[src/sbtc_pkg.sv]
/*
  constants, field positions, register offsets and types of the split-capable
  16-bit timer/counter.
  assumes a single 250 MHz system clock and the plain register port of the top.
*/
`default_nettype none
package sbtc_pkg;

  // ***************************************************************
  // sizes
  // ***************************************************************
  localparam int SBTC_DW = 16;
  localparam int SBTC_AW = 4;
  localparam int SBTC_NCH_T0 = 4;
  localparam int SBTC_NCH_T1 = 2;
  localparam int SBTC_PRE_W = 10;

  // ***************************************************************
  // register offsets (word index on the register port)
  // ***************************************************************
  localparam logic [3:0] SBTC_A_CTRL = 4'h0;
  localparam logic [3:0] SBTC_A_EVCTRL = 4'h1;
  localparam logic [3:0] SBTC_A_FLAGS = 4'h2;
  localparam logic [3:0] SBTC_A_CNT = 4'h3;
  localparam logic [3:0] SBTC_A_PER = 4'h4;
  localparam logic [3:0] SBTC_A_PERBUF = 4'h5;
  localparam logic [3:0] SBTC_A_CC0 = 4'h6;
  localparam logic [3:0] SBTC_A_CCBUF0 = 4'ha;

  // ***************************************************************
  // field positions
  // ***************************************************************
  localparam int SBTC_F_CLKSEL = 0;
  localparam int SBTC_F_WGM = 4;
  localparam int SBTC_F_SPLIT = 6;
  localparam int SBTC_F_CAPMODE = 7;
  localparam int SBTC_F_CCEN = 8;
  localparam int SBTC_F_FILT = 12;
  localparam int SBTC_F_DIR = 13;
  localparam int SBTC_FL_OVF = 0;
  localparam int SBTC_FL_ERR = 1;
  localparam int SBTC_FL_CC = 2;
  localparam int SBTC_FL_HUNF = 6;
  localparam int SBTC_FL_W = 7;

  // ***************************************************************
  // encodings and reset values
  // ***************************************************************
  localparam logic [3:0] SBTC_CLK_OFF = 4'h0;
  localparam logic [3:0] SBTC_CLK_EVT = 4'h8;
  localparam logic [3:0] SBTC_CLK_CASC = 4'h9;
  localparam logic [1:0] SBTC_WG_NORMAL = 2'h0;
  localparam logic [1:0] SBTC_WG_FREQ = 2'h1;
  localparam logic [1:0] SBTC_WG_SS = 2'h2;
  localparam logic [1:0] SBTC_WG_DS = 2'h3;
  localparam logic [2:0] SBTC_EV_OFF = 3'h0;
  localparam logic [2:0] SBTC_EV_CAPT = 3'h1;
  localparam logic [2:0] SBTC_EV_FRQ = 3'h2;
  localparam logic [2:0] SBTC_EV_PW = 3'h3;
  localparam logic [2:0] SBTC_EV_UPDN = 3'h4;
  localparam logic [2:0] SBTC_EV_QDEC = 3'h5;
  localparam logic [2:0] SBTC_EV_RESTART = 3'h6;
  localparam logic [15:0] SBTC_PER_RST = 16'hffff;

  typedef enum logic {SBTC_SLOPE_UP = 1'b0, SBTC_SLOPE_DOWN = 1'b1} sbtc_slope_e;

endpackage
`default_nettype wire

[src/sbtc_timer.sv]
/*
  16-bit timer/counter with four (type zero) or two (type one) compare/capture
  channels, cascading, event control and, in type zero only, an 8-bit split mode with eight PWM outputs.
  assumes all inputs synchronous to clk_sys_i; register strobes are one cycle long.
*/
`timescale 1ns/1ns
`default_nettype none

module sbtc_timer
  import sbtc_pkg::*;
#(
  parameter bit TYPE_ONE = 1'b0
) (
  input wire logic clk_sys_i,
  input wire logic rstn_i,
  input wire logic [SBTC_AW-1:0] addr_i,
  input wire logic [SBTC_DW-1:0] wdata_i,
  input wire logic wr_i,
  input wire logic rd_i,
  output logic [SBTC_DW-1:0] rdata_o,
  input wire logic [1:0] evt_i,
  input wire logic casc_i,
  input wire logic [3:0] cap_i,
  output logic [7:0] wave_o,
  output logic ovf_evt_o,
  output logic err_evt_o,
  output logic [3:0] cc_evt_o,
  output logic hunf_evt_o,
  output logic [4:0] dma_req_o
);

  // ***************************************************************
  // state
  // ***************************************************************
  localparam int NCH = TYPE_ONE ? SBTC_NCH_T1 : SBTC_NCH_T0;

  typedef struct packed {
    logic [3:0] clksel;
    logic [1:0] wgm;
    logic split;
    logic capmode;
    logic [3:0] ccen;
    logic filt_en;
    logic dir_down;
    logic [2:0] evact;
    logic [SBTC_FL_W-1:0] flags;
    logic [15:0] cnt;
    logic [15:0] per;
    logic [15:0] perbuf;
    logic perbv;
    logic [3:0][15:0] cc;
    logic [3:0][15:0] ccbuf;
    logic [3:0] ccbv;
    logic [SBTC_PRE_W-1:0] pre;
    sbtc_slope_e slope;
    logic [7:0] wave;
    logic [3:0][1:0] fsr;
    logic [3:0] filt;
    logic [3:0] pfilt;
    logic [1:0] pevt;
    logic [15:0] rdata;
    logic ovf_p;
    logic err_p;
    logic [3:0] cc_p;
    logic hunf_p;
  } sbtc_state_s;

  sbtc_state_s s;
  sbtc_state_s next_s;

  // prescaler mask for the divide settings 1..1024
  function automatic logic [SBTC_PRE_W-1:0] presc_mask(input logic [3:0] sel);
    case (sel)
      4'h2: presc_mask = 10'h001;
      4'h3: presc_mask = 10'h003;
      4'h4: presc_mask = 10'h007;
      4'h5: presc_mask = 10'h03f;
      4'h6: presc_mask = 10'h0ff;
      4'h7: presc_mask = 10'h3ff;
      default: presc_mask = 10'h000;
    endcase
  endfunction

  // ***************************************************************
  // next state
  // ***************************************************************
  always_comb begin
    logic tick;
    logic step_up;
    logic step_dn;
    logic upd;
    logic lunf;
    logic hunf;
    logic clr_cnt;
    logic [15:0] top;
    logic [SBTC_FL_W-1:0] set_fl;
    logic [SBTC_FL_W-1:0] clr_fl;
    logic [3:0] rise;
    logic [3:0] fall;
    logic [7:0] lcnt;
    logic [7:0] hcnt;
    tick = 1'b0;
    step_up = 1'b0;
    step_dn = 1'b0;
    upd = 1'b0;
    lunf = 1'b0;
    hunf = 1'b0;
    clr_cnt = 1'b0;
    set_fl = '0;
    clr_fl = '0;
    lcnt = s.cnt[7:0];
    hcnt = s.cnt[15:8];
    next_s = s;
    next_s.ovf_p = 1'b0;
    next_s.err_p = 1'b0;
    next_s.cc_p = '0;
    next_s.hunf_p = 1'b0;
    next_s.pevt = evt_i;
    next_s.rdata = '0;
    top = (s.wgm == SBTC_WG_FREQ) ? s.cc[0] : s.per;

    // clock source selection and cascade input
    next_s.pre = (s.clksel == SBTC_CLK_OFF) ? '0 : s.pre + 10'h001;
    if (s.clksel == SBTC_CLK_EVT) begin
      tick = evt_i[0] & ~s.pevt[0];
    end else if (s.clksel == SBTC_CLK_CASC) begin
      tick = casc_i;
    end else if (s.clksel != SBTC_CLK_OFF) begin
      tick = (s.pre & presc_mask(s.clksel)) == presc_mask(s.clksel);
    end

    // input filter: three equal samples when enabled
    for (int i = 0; i < NCH; i++) begin
      next_s.fsr[i] = {s.fsr[i][0], cap_i[i]};
      if (!s.filt_en || (cap_i[i] == s.fsr[i][0] && cap_i[i] == s.fsr[i][1])) begin
        next_s.filt[i] = cap_i[i];
      end
    end
    next_s.pfilt = s.filt;
    rise = s.filt & ~s.pfilt;
    fall = ~s.filt & s.pfilt;

    // step requests: clock, direction event or quadrature
    if (s.evact == SBTC_EV_QDEC) begin
      if (evt_i != s.pevt) begin
        step_up = evt_i[0] ^ s.pevt[1];
        step_dn = ~(evt_i[0] ^ s.pevt[1]);
      end
    end else if (tick) begin
      if (s.evact == SBTC_EV_UPDN) begin
        step_dn = evt_i[1];
        step_up = ~evt_i[1];
      end else begin
        step_dn = s.dir_down;
        step_up = ~s.dir_down;
      end
    end

    if (s.split && !TYPE_ONE) begin
      // split: two down counters on one clock
      if (tick) begin
        if (lcnt == 8'h00) begin
          lunf = 1'b1;
          lcnt = s.per[7:0];
        end else begin
          lcnt = lcnt - 8'h01;
        end
        if (hcnt == 8'h00) begin
          hunf = 1'b1;
          hcnt = s.per[15:8];
        end else begin
          hcnt = hcnt - 8'h01;
        end
        for (int i = 0; i < NCH; i++) begin
          if (s.ccen[i] && s.cnt[7:0] == s.cc[i][7:0]) begin
            set_fl[SBTC_FL_CC+i] = 1'b1;
            next_s.cc_p[i] = 1'b1;
          end
        end
      end
      next_s.cnt = {hcnt, lcnt};
      upd = lunf;
      for (int i = 0; i < NCH; i++) begin
        next_s.wave[i] = s.ccen[i] & (s.cnt[7:0] < s.cc[i][7:0]);
        next_s.wave[4+i] = s.ccen[i] & (s.cnt[15:8] < s.cc[i][15:8]);
      end
    end else begin
      // 16-bit counting
      if (s.wgm == SBTC_WG_DS && (step_up || step_dn)) begin
        if (s.slope == SBTC_SLOPE_UP) begin
          if (s.cnt >= top) begin
            next_s.slope = SBTC_SLOPE_DOWN;
            next_s.cnt = s.cnt - 16'h0001;
          end else begin
            next_s.cnt = s.cnt + 16'h0001;
          end
        end else if (s.cnt == 16'h0000) begin
          next_s.slope = SBTC_SLOPE_UP;
          next_s.cnt = 16'h0001;
          upd = 1'b1;
        end else begin
          next_s.cnt = s.cnt - 16'h0001;
        end
      end else if (step_dn) begin
        if (s.cnt == 16'h0000) begin
          next_s.cnt = top;
          upd = 1'b1;
        end else begin
          next_s.cnt = s.cnt - 16'h0001;
        end
      end else if (step_up) begin
        if (s.cnt >= top) begin
          next_s.cnt = 16'h0000;
          upd = 1'b1;
        end else begin
          next_s.cnt = s.cnt + 16'h0001;
        end
      end
      if (s.evact == SBTC_EV_RESTART && evt_i[0] && !s.pevt[0]) begin
        clr_cnt = 1'b1;
      end
      for (int i = 0; i < NCH; i++) begin
        if (s.capmode) begin
          // capture only, no waveform
          next_s.wave[i] = 1'b0;
          if (s.ccen[i]) begin
            if ((s.evact == SBTC_EV_CAPT && rise[i]) || (s.evact == SBTC_EV_FRQ && rise[i])
                || (s.evact == SBTC_EV_PW && fall[i])) begin
              next_s.cc[i] = s.cnt;
              set_fl[SBTC_FL_CC+i] = 1'b1;
              next_s.cc_p[i] = 1'b1;
              set_fl[SBTC_FL_ERR] = set_fl[SBTC_FL_ERR] | s.flags[SBTC_FL_CC+i];
            end
            if ((s.evact == SBTC_EV_FRQ || s.evact == SBTC_EV_PW) && rise[i]) begin
              clr_cnt = 1'b1;
            end
          end
        end else begin
          // compare match and waveforms
          if (s.ccen[i] && (step_up || step_dn) && s.cnt == s.cc[i]) begin
            set_fl[SBTC_FL_CC+i] = 1'b1;
            next_s.cc_p[i] = 1'b1;
          end
          unique case (s.wgm)
            SBTC_WG_NORMAL: next_s.wave[i] = 1'b0;
            SBTC_WG_FREQ: next_s.wave[i] = (i == 0) ? (s.wave[0] ^ (upd & s.ccen[0])) : 1'b0;
            SBTC_WG_SS: next_s.wave[i] = s.ccen[i] & (s.cnt < s.cc[i]);
            SBTC_WG_DS: next_s.wave[i] = s.ccen[i] & (s.cnt < s.cc[i]);
          endcase
        end
        next_s.wave[4+i] = 1'b0;
      end
      if (clr_cnt) begin
        next_s.cnt = 16'h0000;
      end
    end

    // buffer transfer on update condition
    if (upd) begin
      if (s.perbv) begin
        next_s.per = s.perbuf;
        next_s.perbv = 1'b0;
      end
      for (int i = 0; i < NCH; i++) begin
        if (s.ccbv[i] && !(s.capmode && !s.split)) begin
          next_s.cc[i] = s.ccbuf[i];
          next_s.ccbv[i] = 1'b0;
        end
      end
    end
    set_fl[SBTC_FL_OVF] = upd;
    set_fl[SBTC_FL_HUNF] = hunf;
    next_s.ovf_p = upd;
    next_s.hunf_p = hunf;
    next_s.err_p = set_fl[SBTC_FL_ERR];

    // register writes
    if (wr_i) begin
      unique case (addr_i)
        SBTC_A_CTRL: begin
          next_s.clksel = wdata_i[SBTC_F_CLKSEL+:4];
          next_s.wgm = wdata_i[SBTC_F_WGM+:2];
          next_s.split = wdata_i[SBTC_F_SPLIT] & ~TYPE_ONE;
          next_s.capmode = wdata_i[SBTC_F_CAPMODE];
          next_s.ccen = wdata_i[SBTC_F_CCEN+:4] & (TYPE_ONE ? 4'h3 : 4'hf);
          next_s.filt_en = wdata_i[SBTC_F_FILT];
          next_s.dir_down = wdata_i[SBTC_F_DIR];
        end
        SBTC_A_EVCTRL: next_s.evact = wdata_i[2:0];
        SBTC_A_FLAGS: clr_fl = wdata_i[SBTC_FL_W-1:0];
        SBTC_A_CNT: next_s.cnt = wdata_i;
        SBTC_A_PER, SBTC_A_PERBUF: begin
          next_s.perbuf = wdata_i;
          next_s.perbv = 1'b1;
        end
        default: begin
          for (int i = 0; i < NCH; i++) begin
            if (addr_i == SBTC_A_CC0 + 4'(i) || addr_i == SBTC_A_CCBUF0 + 4'(i)) begin
              next_s.ccbuf[i] = wdata_i;
              next_s.ccbv[i] = 1'b1;
            end
          end
        end
      endcase
    end
    // set wins over clear
    next_s.flags = (s.flags & ~clr_fl) | set_fl;

    // register reads
    if (rd_i) begin
      unique case (addr_i)
        SBTC_A_CTRL: next_s.rdata = {2'h0, s.dir_down, s.filt_en, s.ccen, s.capmode, s.split, s.wgm, s.clksel};
        SBTC_A_EVCTRL: next_s.rdata = {13'h0000, s.evact};
        SBTC_A_FLAGS: next_s.rdata = {9'h000, s.flags};
        SBTC_A_CNT: next_s.rdata = s.cnt;
        SBTC_A_PER: next_s.rdata = s.per;
        SBTC_A_PERBUF: next_s.rdata = s.perbuf;
        default: begin
          for (int i = 0; i < NCH; i++) begin
            if (addr_i == SBTC_A_CC0 + 4'(i)) begin
              next_s.rdata = s.cc[i];
            end
            if (addr_i == SBTC_A_CCBUF0 + 4'(i)) begin
              next_s.rdata = s.ccbuf[i];
            end
          end
        end
      endcase
    end
  end

  // ***************************************************************
  // registers
  // ***************************************************************
  always_ff @(posedge clk_sys_i or negedge rstn_i) begin
    if (!rstn_i) begin
      s <= '0;
      s.per <= SBTC_PER_RST;
      s.perbuf <= SBTC_PER_RST;
    end else begin
      s <= next_s;
    end
  end

  // ***************************************************************
  // outputs
  // ***************************************************************
  assign rdata_o = s.rdata;
  assign wave_o = s.wave;
  assign ovf_evt_o = s.ovf_p;
  assign err_evt_o = s.err_p;
  assign cc_evt_o = s.cc_p;
  assign hunf_evt_o = s.hunf_p;
  assign dma_req_o = {s.flags[SBTC_FL_CC+:4], s.flags[SBTC_FL_OVF]};

endmodule
`default_nettype wire

[config.mk]
export PLATFORM = sky130hd
export DESIGN_NAME = sbtc_timer
export DESIGN_NICKNAME = d
export VERILOG_FILES = /design/src/sbtc_pkg.sv /design/src/sbtc_timer.sv
export SDC_FILE = /design/constraint.sdc
export NUM_CORES = 1
export LEC_CHECK = 0
export ABC_AREA = 1
export BUFFER_PORTS_ARGS = -buffer_cell sky130_fd_sc_hd__buf_2
export CAP_MARGIN = 30
export CORE_AREA = 2 2 314 223
export DETAILED_ROUTE_END_ITERATION = 8
export DIE_AREA = 0 0 316 225
export RECOVER_POWER = 100
export SYNTH_ARGS = -nofsm -noshare
export SYNTH_HDL_FRONTEND = slang
export SYNTH_SLANG_ARGS = --single-unit
[constraint.sdc]
create_clock -name clk_sys_i -period 2.7 [get_ports clk_sys_i]
set_input_delay 0.405 -clock clk_sys_i [delete_from_list [all_inputs] [get_ports clk_sys_i]]
set_output_delay 0.405 -clock clk_sys_i [all_outputs]
set_load 0.05 [all_outputs]
==> impl_metrics.env, run 1 <==
export IMPL_status="complete, but fails checks"
export IMPL_violations="capacitance limit, slew limit, setup timing"
export IMPL_reg2reg_to="wave_o[4]"
export IMPL_cpPeakStageDelay_ns=0.96
export IMPL_netlist_instances=2280
export IMPL_async_reset_ff_share_pct=100
export IMPL_wire_per_inst_um=23.4
export IMPL_p_total_mw=23.9
export IMPL_yosys_cell_count_top_type="nand2_1"
export IMPL_min_period_ns=2.98
export IMPL_instances_no_fill=3417
export IMPL_cp_end_kind="flip-flop"
export IMPL_io_pins=67
export IMPL_first_pass_iters=6
export IMPL_relSlewSlack_pct=-23.6
export IMPL_grt_pass1_vias=15600
export IMPL_cts_buffers=28
export IMPL_arrival_ns=3.49
export IMPL_placed_cells=3347
export IMPL_ant_nets=0
export IMPL_dieHeight_um=225
export IMPL_place_area_um2=19700
export IMPL_ys_flop_type="dfrtp_1"
export IMPL_yosysSeqAreaShare_pct=39.5
export IMPL_grtUsageTotal_pct=21.9
export IMPL_post_place_ws_ns=-0.466
export IMPL_yosysTopAreaCell="dfrtp_1"
export IMPL_hold_start="evt_i[0]"
export IMPL_synth_top_area_share_pct=34.5
export IMPL_start_util_pct=24.9
export IMPL_dr_first_iter_drc_count=2685
export IMPL_antennaDiodeCount=0
export IMPL_timing_final_crit_share_pct=111
export IMPL_rsz0062_at_grt="yes"
export IMPL_crit_start="s[233]"
export IMPL_h_tree_depth=1
export IMPL_clk_pin_slew_ns=0.07
export IMPL_cts_buffer_depth=3
export IMPL_r2r_start="s[233]"
export IMPL_ys_top_cells_by_area="dfrtp_1 (35%), nand2_1 (11%), o21ai_0 (10%), ha_1 (6.7%), inv_1 (6.2%)"
export IMPL_drc=0
export IMPL_syn_area_per_cell_um2=7.41
export IMPL_wl_mm=79.8
export IMPL_hpwl_mm=60.6
export IMPL_required_ns=3.21
export IMPL_reg2reg_slack_ns=-0.28
export IMPL_design_core_area_um2=67800
export IMPL_antenna_found_initial=7
export IMPL_gp_congestion=1.03
export IMPL_setup_viol=103
export IMPL_setup_slack_ns=-0.285
export IMPL_dieArea_um2=71100
export IMPL_tns_ns=-18.29
export IMPL_worst_clock_skew_ns=0.0626
export IMPL_fillers=7308
export IMPL_cts_sink_count=265
export IMPL_ys_warn_count=0
export IMPL_crit_path_start_kind="flip-flop"
export IMPL_hold_path_class="in2reg"
export IMPL_synth_cell_area_um2=16900
export IMPL_synthTopCellsByCount="nand2_1 (489), o21ai_0 (348), inv_1 (277)"
export IMPL_cts_tree="built"
export IMPL_die_w_um=316
export IMPL_fin_util_pct=30.9
export IMPL_grt_pass1_wl_mm=113
export IMPL_vdd_ir_drop_max_mv=0.561
export IMPL_num_nets_final=2616
export IMPL_synth_nets=2401
export IMPL_holdPathEnd="s[23]"
export IMPL_io_buffers=66
export IMPL_reg2regPathDepth=6
export IMPL_via_count=17700
export IMPL_cap_violations=1
export IMPL_grt_max_degree=67
export IMPL_synth_edf_count=0
export IMPL_area_growth_pct=24.0
export IMPL_hold_slack_ns=0.0920
export IMPL_drive_gt1_share_pct=17.3
export IMPL_path_cells="inv_1, clkbuf_1, ha_1, o21ai_0, a2111oi_0, buf_4"
export IMPL_hold_depth=2
export IMPL_final_area_um2=20900
export IMPL_use_met1_pct=33.2
export IMPL_busiest_layer="met1"
export IMPL_clk_latency_ns=0.63
export IMPL_synth_seq_cells=265
export IMPL_row_count=80
export IMPL_crit_fanout=11
export IMPL_via_per_inst=5.17
export IMPL_clock_tree_root_cell="clkbuf_16"
export IMPL_grtUsageMet2_pct=27.7
export IMPL_ys_types=55
export IMPL_hold_viol_final=0
export IMPL_powerDensity_nw_per_um2=1140
export IMPL_grtUsageMet3_pct=8.43
export IMPL_grt_overflow_total=0
export IMPL_final_max_slew_violation_count=67
export IMPL_max_freq_mhz=335
export IMPL_leakagePower_nw=9.55
export IMPL_worstMarginPinSlew_ns=1.85
export IMPL_slowest_stage="clkbuf_1"
export IMPL_critical_path_class="reg2reg"
cells by family after synthesis:
group	after synthesis	share of synthesized area, %
DFF	265	39.5
AOI/OAI and AO/OA	698	22.7
and+or+nand+nor	776	19.5
adders and majority gates	90	6.67
buffers and inverters	430	10.6
xor gates and xnor gates	21	1.09
routing by layer:
layer  share of wire (%)  wire (µm)
met5               0.063         50
met4                 3.3       2600
met3                  15      12300
met2                  36      28900
met1                  45      36000
worst max-delay path, delay by kind of cell, from the launching register on:
kind / cells / cell delay (ns)
AO/OA/AOI/OAI: 2 / 0.72
adder cells (fa/ha/maj): 1 / 0.33
buffers and inverters: 3 / 1.33
flip-flops: 1 / 0.52
report_power, final:
group | switching, mW | internal (mW)
combinational | 8.68 | 4.84
sequential | 1.21 | 5.20
clock | 1.81 | 2.12
total | 11.7 | 12.2
how the worst max path moves through the flow:
stage	endpoint	slack [ns]	cells after the start
floorplan	s[214]	0.002	18
global placement	s[240]	-0.44	18
CTS	s[143]	-0.13	18
detailed placement	s[240]	-0.47	18
global route	s[147]	-0.36	19
finish	wave_o[4]	-0.28	6
flip-flops by register name (all words and copies together), names as in the netlist:
register / count
wave_o: 8
next_s: 8
err_evt_o: 1
s: 221
ovf_evt_o: 1
cc_evt_o: 4
rdata_o: 16
hunf_evt_o: 1
dma_req_o: 5
timing repair:
item | in CTS | in global routing
gates cloned | 4 | 2
setup buffers | 8 | 0
endpoints found under the hold margin | 43 | 0
pin swaps | 8 | 8
hold buffers | 6 | 0
gates resized for setup | 57 | 38
endpoints found under the setup margin | 105 | 103
layout by cell type (no fill, tap or decap), drive strengths merged, types with 4 or more instances in the layout:
cell type    netlist  layout
clkbuf            75     118
dfrtp            233     233
a21oi            146     146
o21ai            423     423
a311oi             5       5
o22ai             42      42
inv              288     289
or2                8       8
xor2              18      18
nand3             78      78
dfstp             32      32
nor2             142     142
dlygate4sd3        0       6
a221oi             5       5
o211ai            35      35
nor3              25      25
nand2            500     500
clkinv             7      18
o221ai             8       8
nand4             16      16
ha                90      90
o31ai              4       4
buf               60     231
o21a               4       4
a211oi             6       6
a2111oi            5       5
layout make-up:
type	count	area [µm²]	area share, %
clock buffers	37	774	3.70
multi-input cells	1585	8700	41.6
repair buffers	320	2410	11.5
well taps	902	1130	5.39
inverters	295	1110	5.33
flip-flops and latches	265	6670	31.9
clock inverters	13	125	0.598
No activity file was read; power rests on OpenSTA's default activity.
==> run 2, diff against run 1 <==
- BUFFER_PORTS_ARGS: -buffer_cell sky130_fd_sc_hd__buf_2 -> -buffer_cell sky130_fd_sc_hd__clkbuf_2
- CORE_AREA: 2 2 314 223 -> 4 4 316 225
- DIE_AREA: 0 0 316 225 -> 0 0 320 229
- clock period: 2.7 -> 3.4 ns (I/O delays scaled with it)
==> impl_metrics.env, run 2 (same netlist as run 1, synthesis figures left out) <==
export IMPL_status="complete, but fails checks"
export IMPL_violations="capacitance limit, slew limit"
export IMPL_clk_pin_slew_ns=0.07
export IMPL_dr_first_iter_drc_count=2626
export IMPL_p_total_mw=17.4
export IMPL_grt_overflow_total=0
export IMPL_fin_util_pct=28.6
export IMPL_ant_nets=0
export IMPL_io_buffers=66
export IMPL_hpwl_mm=57.6
export IMPL_cap_violations=3
export IMPL_worstMarginPinSlew_ns=1.87
export IMPL_grtUsageTotal_pct=20.3
export IMPL_num_nets_final=2472
export IMPL_die_w_um=320
export IMPL_reg2reg_slack_ns=0.18
export IMPL_holdPathEnd="s[24]"
export IMPL_regMostFlops="s"
export IMPL_final_max_slew_violation_count=105
export IMPL_powerDensity_nw_per_um2=900
export IMPL_cts_sink_count=265
export IMPL_grt_max_degree=106
export IMPL_wire_per_inst_um=23.5
export IMPL_clk_latency_ns=0.59
export IMPL_cts_tree="built"
export IMPL_wl_mm=77.2
export IMPL_cts_buffers=28
export IMPL_slowest_stage="o21ai_0"
export IMPL_start_util_pct=24.9
export IMPL_hold_slack_ns=0.0461
export IMPL_hold_viol_final=0
export IMPL_area_growth_pct=14.6
export IMPL_h_tree_depth=1
export IMPL_hold_start="evt_i[1]"
export IMPL_final_area_um2=19400
export IMPL_path_buf_inv=4
export IMPL_io_pins=67
export IMPL_crit_path_start_kind="input port"
export IMPL_setup_slack_ns=0.0132
export IMPL_post_place_ws_ns=0.113
export IMPL_multi_input_area_um2=8380
export IMPL_cpPeakStageDelay_ns=1.41
export IMPL_max_freq_mhz=295
export IMPL_via_count=17200
export IMPL_required_ns=3.85
export IMPL_seq_area_um2=6670
export IMPL_fillers=7450
export IMPL_row_count=80
export IMPL_tns_ns=0
export IMPL_placed_cells=3222
export IMPL_hold_path_class="in2reg"
export IMPL_critical_path_class="in2reg"
export IMPL_hold_depth=1
export IMPL_largest_reg_flops=221
export IMPL_relSlewSlack_pct=-26.0
export IMPL_worst_clock_skew_ns=0.0168
export IMPL_min_period_ns=3.39
export IMPL_path_cells="clkbuf_1, inv_1, o21ai_0, inv_1, nor2_1, o211ai_1, buf_4, nand2_1, o21ai_0"
export IMPL_cts_setup_buffers=0
export IMPL_grt_pass1_vias=15400
export IMPL_cp_end_kind="flip-flop"
export IMPL_gp_congestion=1.08
export IMPL_first_pass_iters=6
export IMPL_design_core_area_um2=67800
export IMPL_reg2regPathDepth=6
export IMPL_timing_final_crit_share_pct=99.6
export IMPL_via_per_inst=5.26
export IMPL_dieArea_um2=73300
export IMPL_rsz0062_at_grt="no"
export IMPL_drive_gt1_share_pct=10.2
export IMPL_antenna_found_initial=5
export IMPL_r2r_start="s[238]"
export IMPL_cts_buffer_depth=3
export IMPL_setup_viol=0
export IMPL_instances_no_fill=3277
export IMPL_place_area_um2=18600
export IMPL_reg2reg_to="wave_o[2]"
export IMPL_arrival_ns=3.83
export IMPL_grt_pass1_wl_mm=110
export IMPL_vdd_ir_drop_max_mv=0.472
export IMPL_layout_common_cells="nand2_1 (492), o21ai_0 (390), inv_1 (278), dfrtp_1 (233), a21oi_1 (144)"
export IMPL_leakagePower_nw=8.70
export IMPL_crit_family="compound AO/OA/AOI/OAI gates"
export IMPL_dieHeight_um=229
export IMPL_clock_tree_root_cell="clkbuf_16"
export IMPL_layout_commonest_cell="nand2_1"
export IMPL_crit_fanout=17
export IMPL_drc=0
## run 2: final cells by class
type | instances | share of cell area [%]
multi-input combinational | 1585 | 43.3
sequential | 265 | 34.5
tap | 902 | 5.83
timing repair buffer | 176 | 5.77
inverter | 295 | 5.73
clock buffer | 37 | 4.00
clock inverter | 15 | 0.860
antenna | 2 | 0.0259
## run 2: power by group
group	internal, mW	switching (mW)	total (mW)
clock network	1.77	1.44	3.21
logic	2.81	6.17	8.98
registers	4.13	1.10	5.23
total	8.71	8.71	17.4
## run 2: what timing repair did
action | CTS | global route
resized for setup | 0 | 1
hold buffers | 1 | 0
endpoints found under the setup margin | 0 | 12
endpoints found under the hold margin | 47 | 0
## run 2: layer usage
layer | routed length [µm] | GRT usage (%)
met5 | 136 | 1.11
met4 | 2770 | 5.81
met3 | 13500 | 10.2
met2 | 26900 | 24.5
met1 | 33900 | 30.4
## run 2: worst max-delay path by stage
stage	depth (start not counted)	start	slack, ns	to
after floorplan	19	s[259]	0.48	s[214]
after global placement	15	addr_i[3]	0.15	rdata_o[10]
after detailed placement	15	addr_i[3]	0.11	rdata_o[10]
after CTS	18	s[260]	0.28	s[185]
after global routing	19	s[260]	0.0002	s[237]
final	9	addr_i[2]	0.01	s[88]
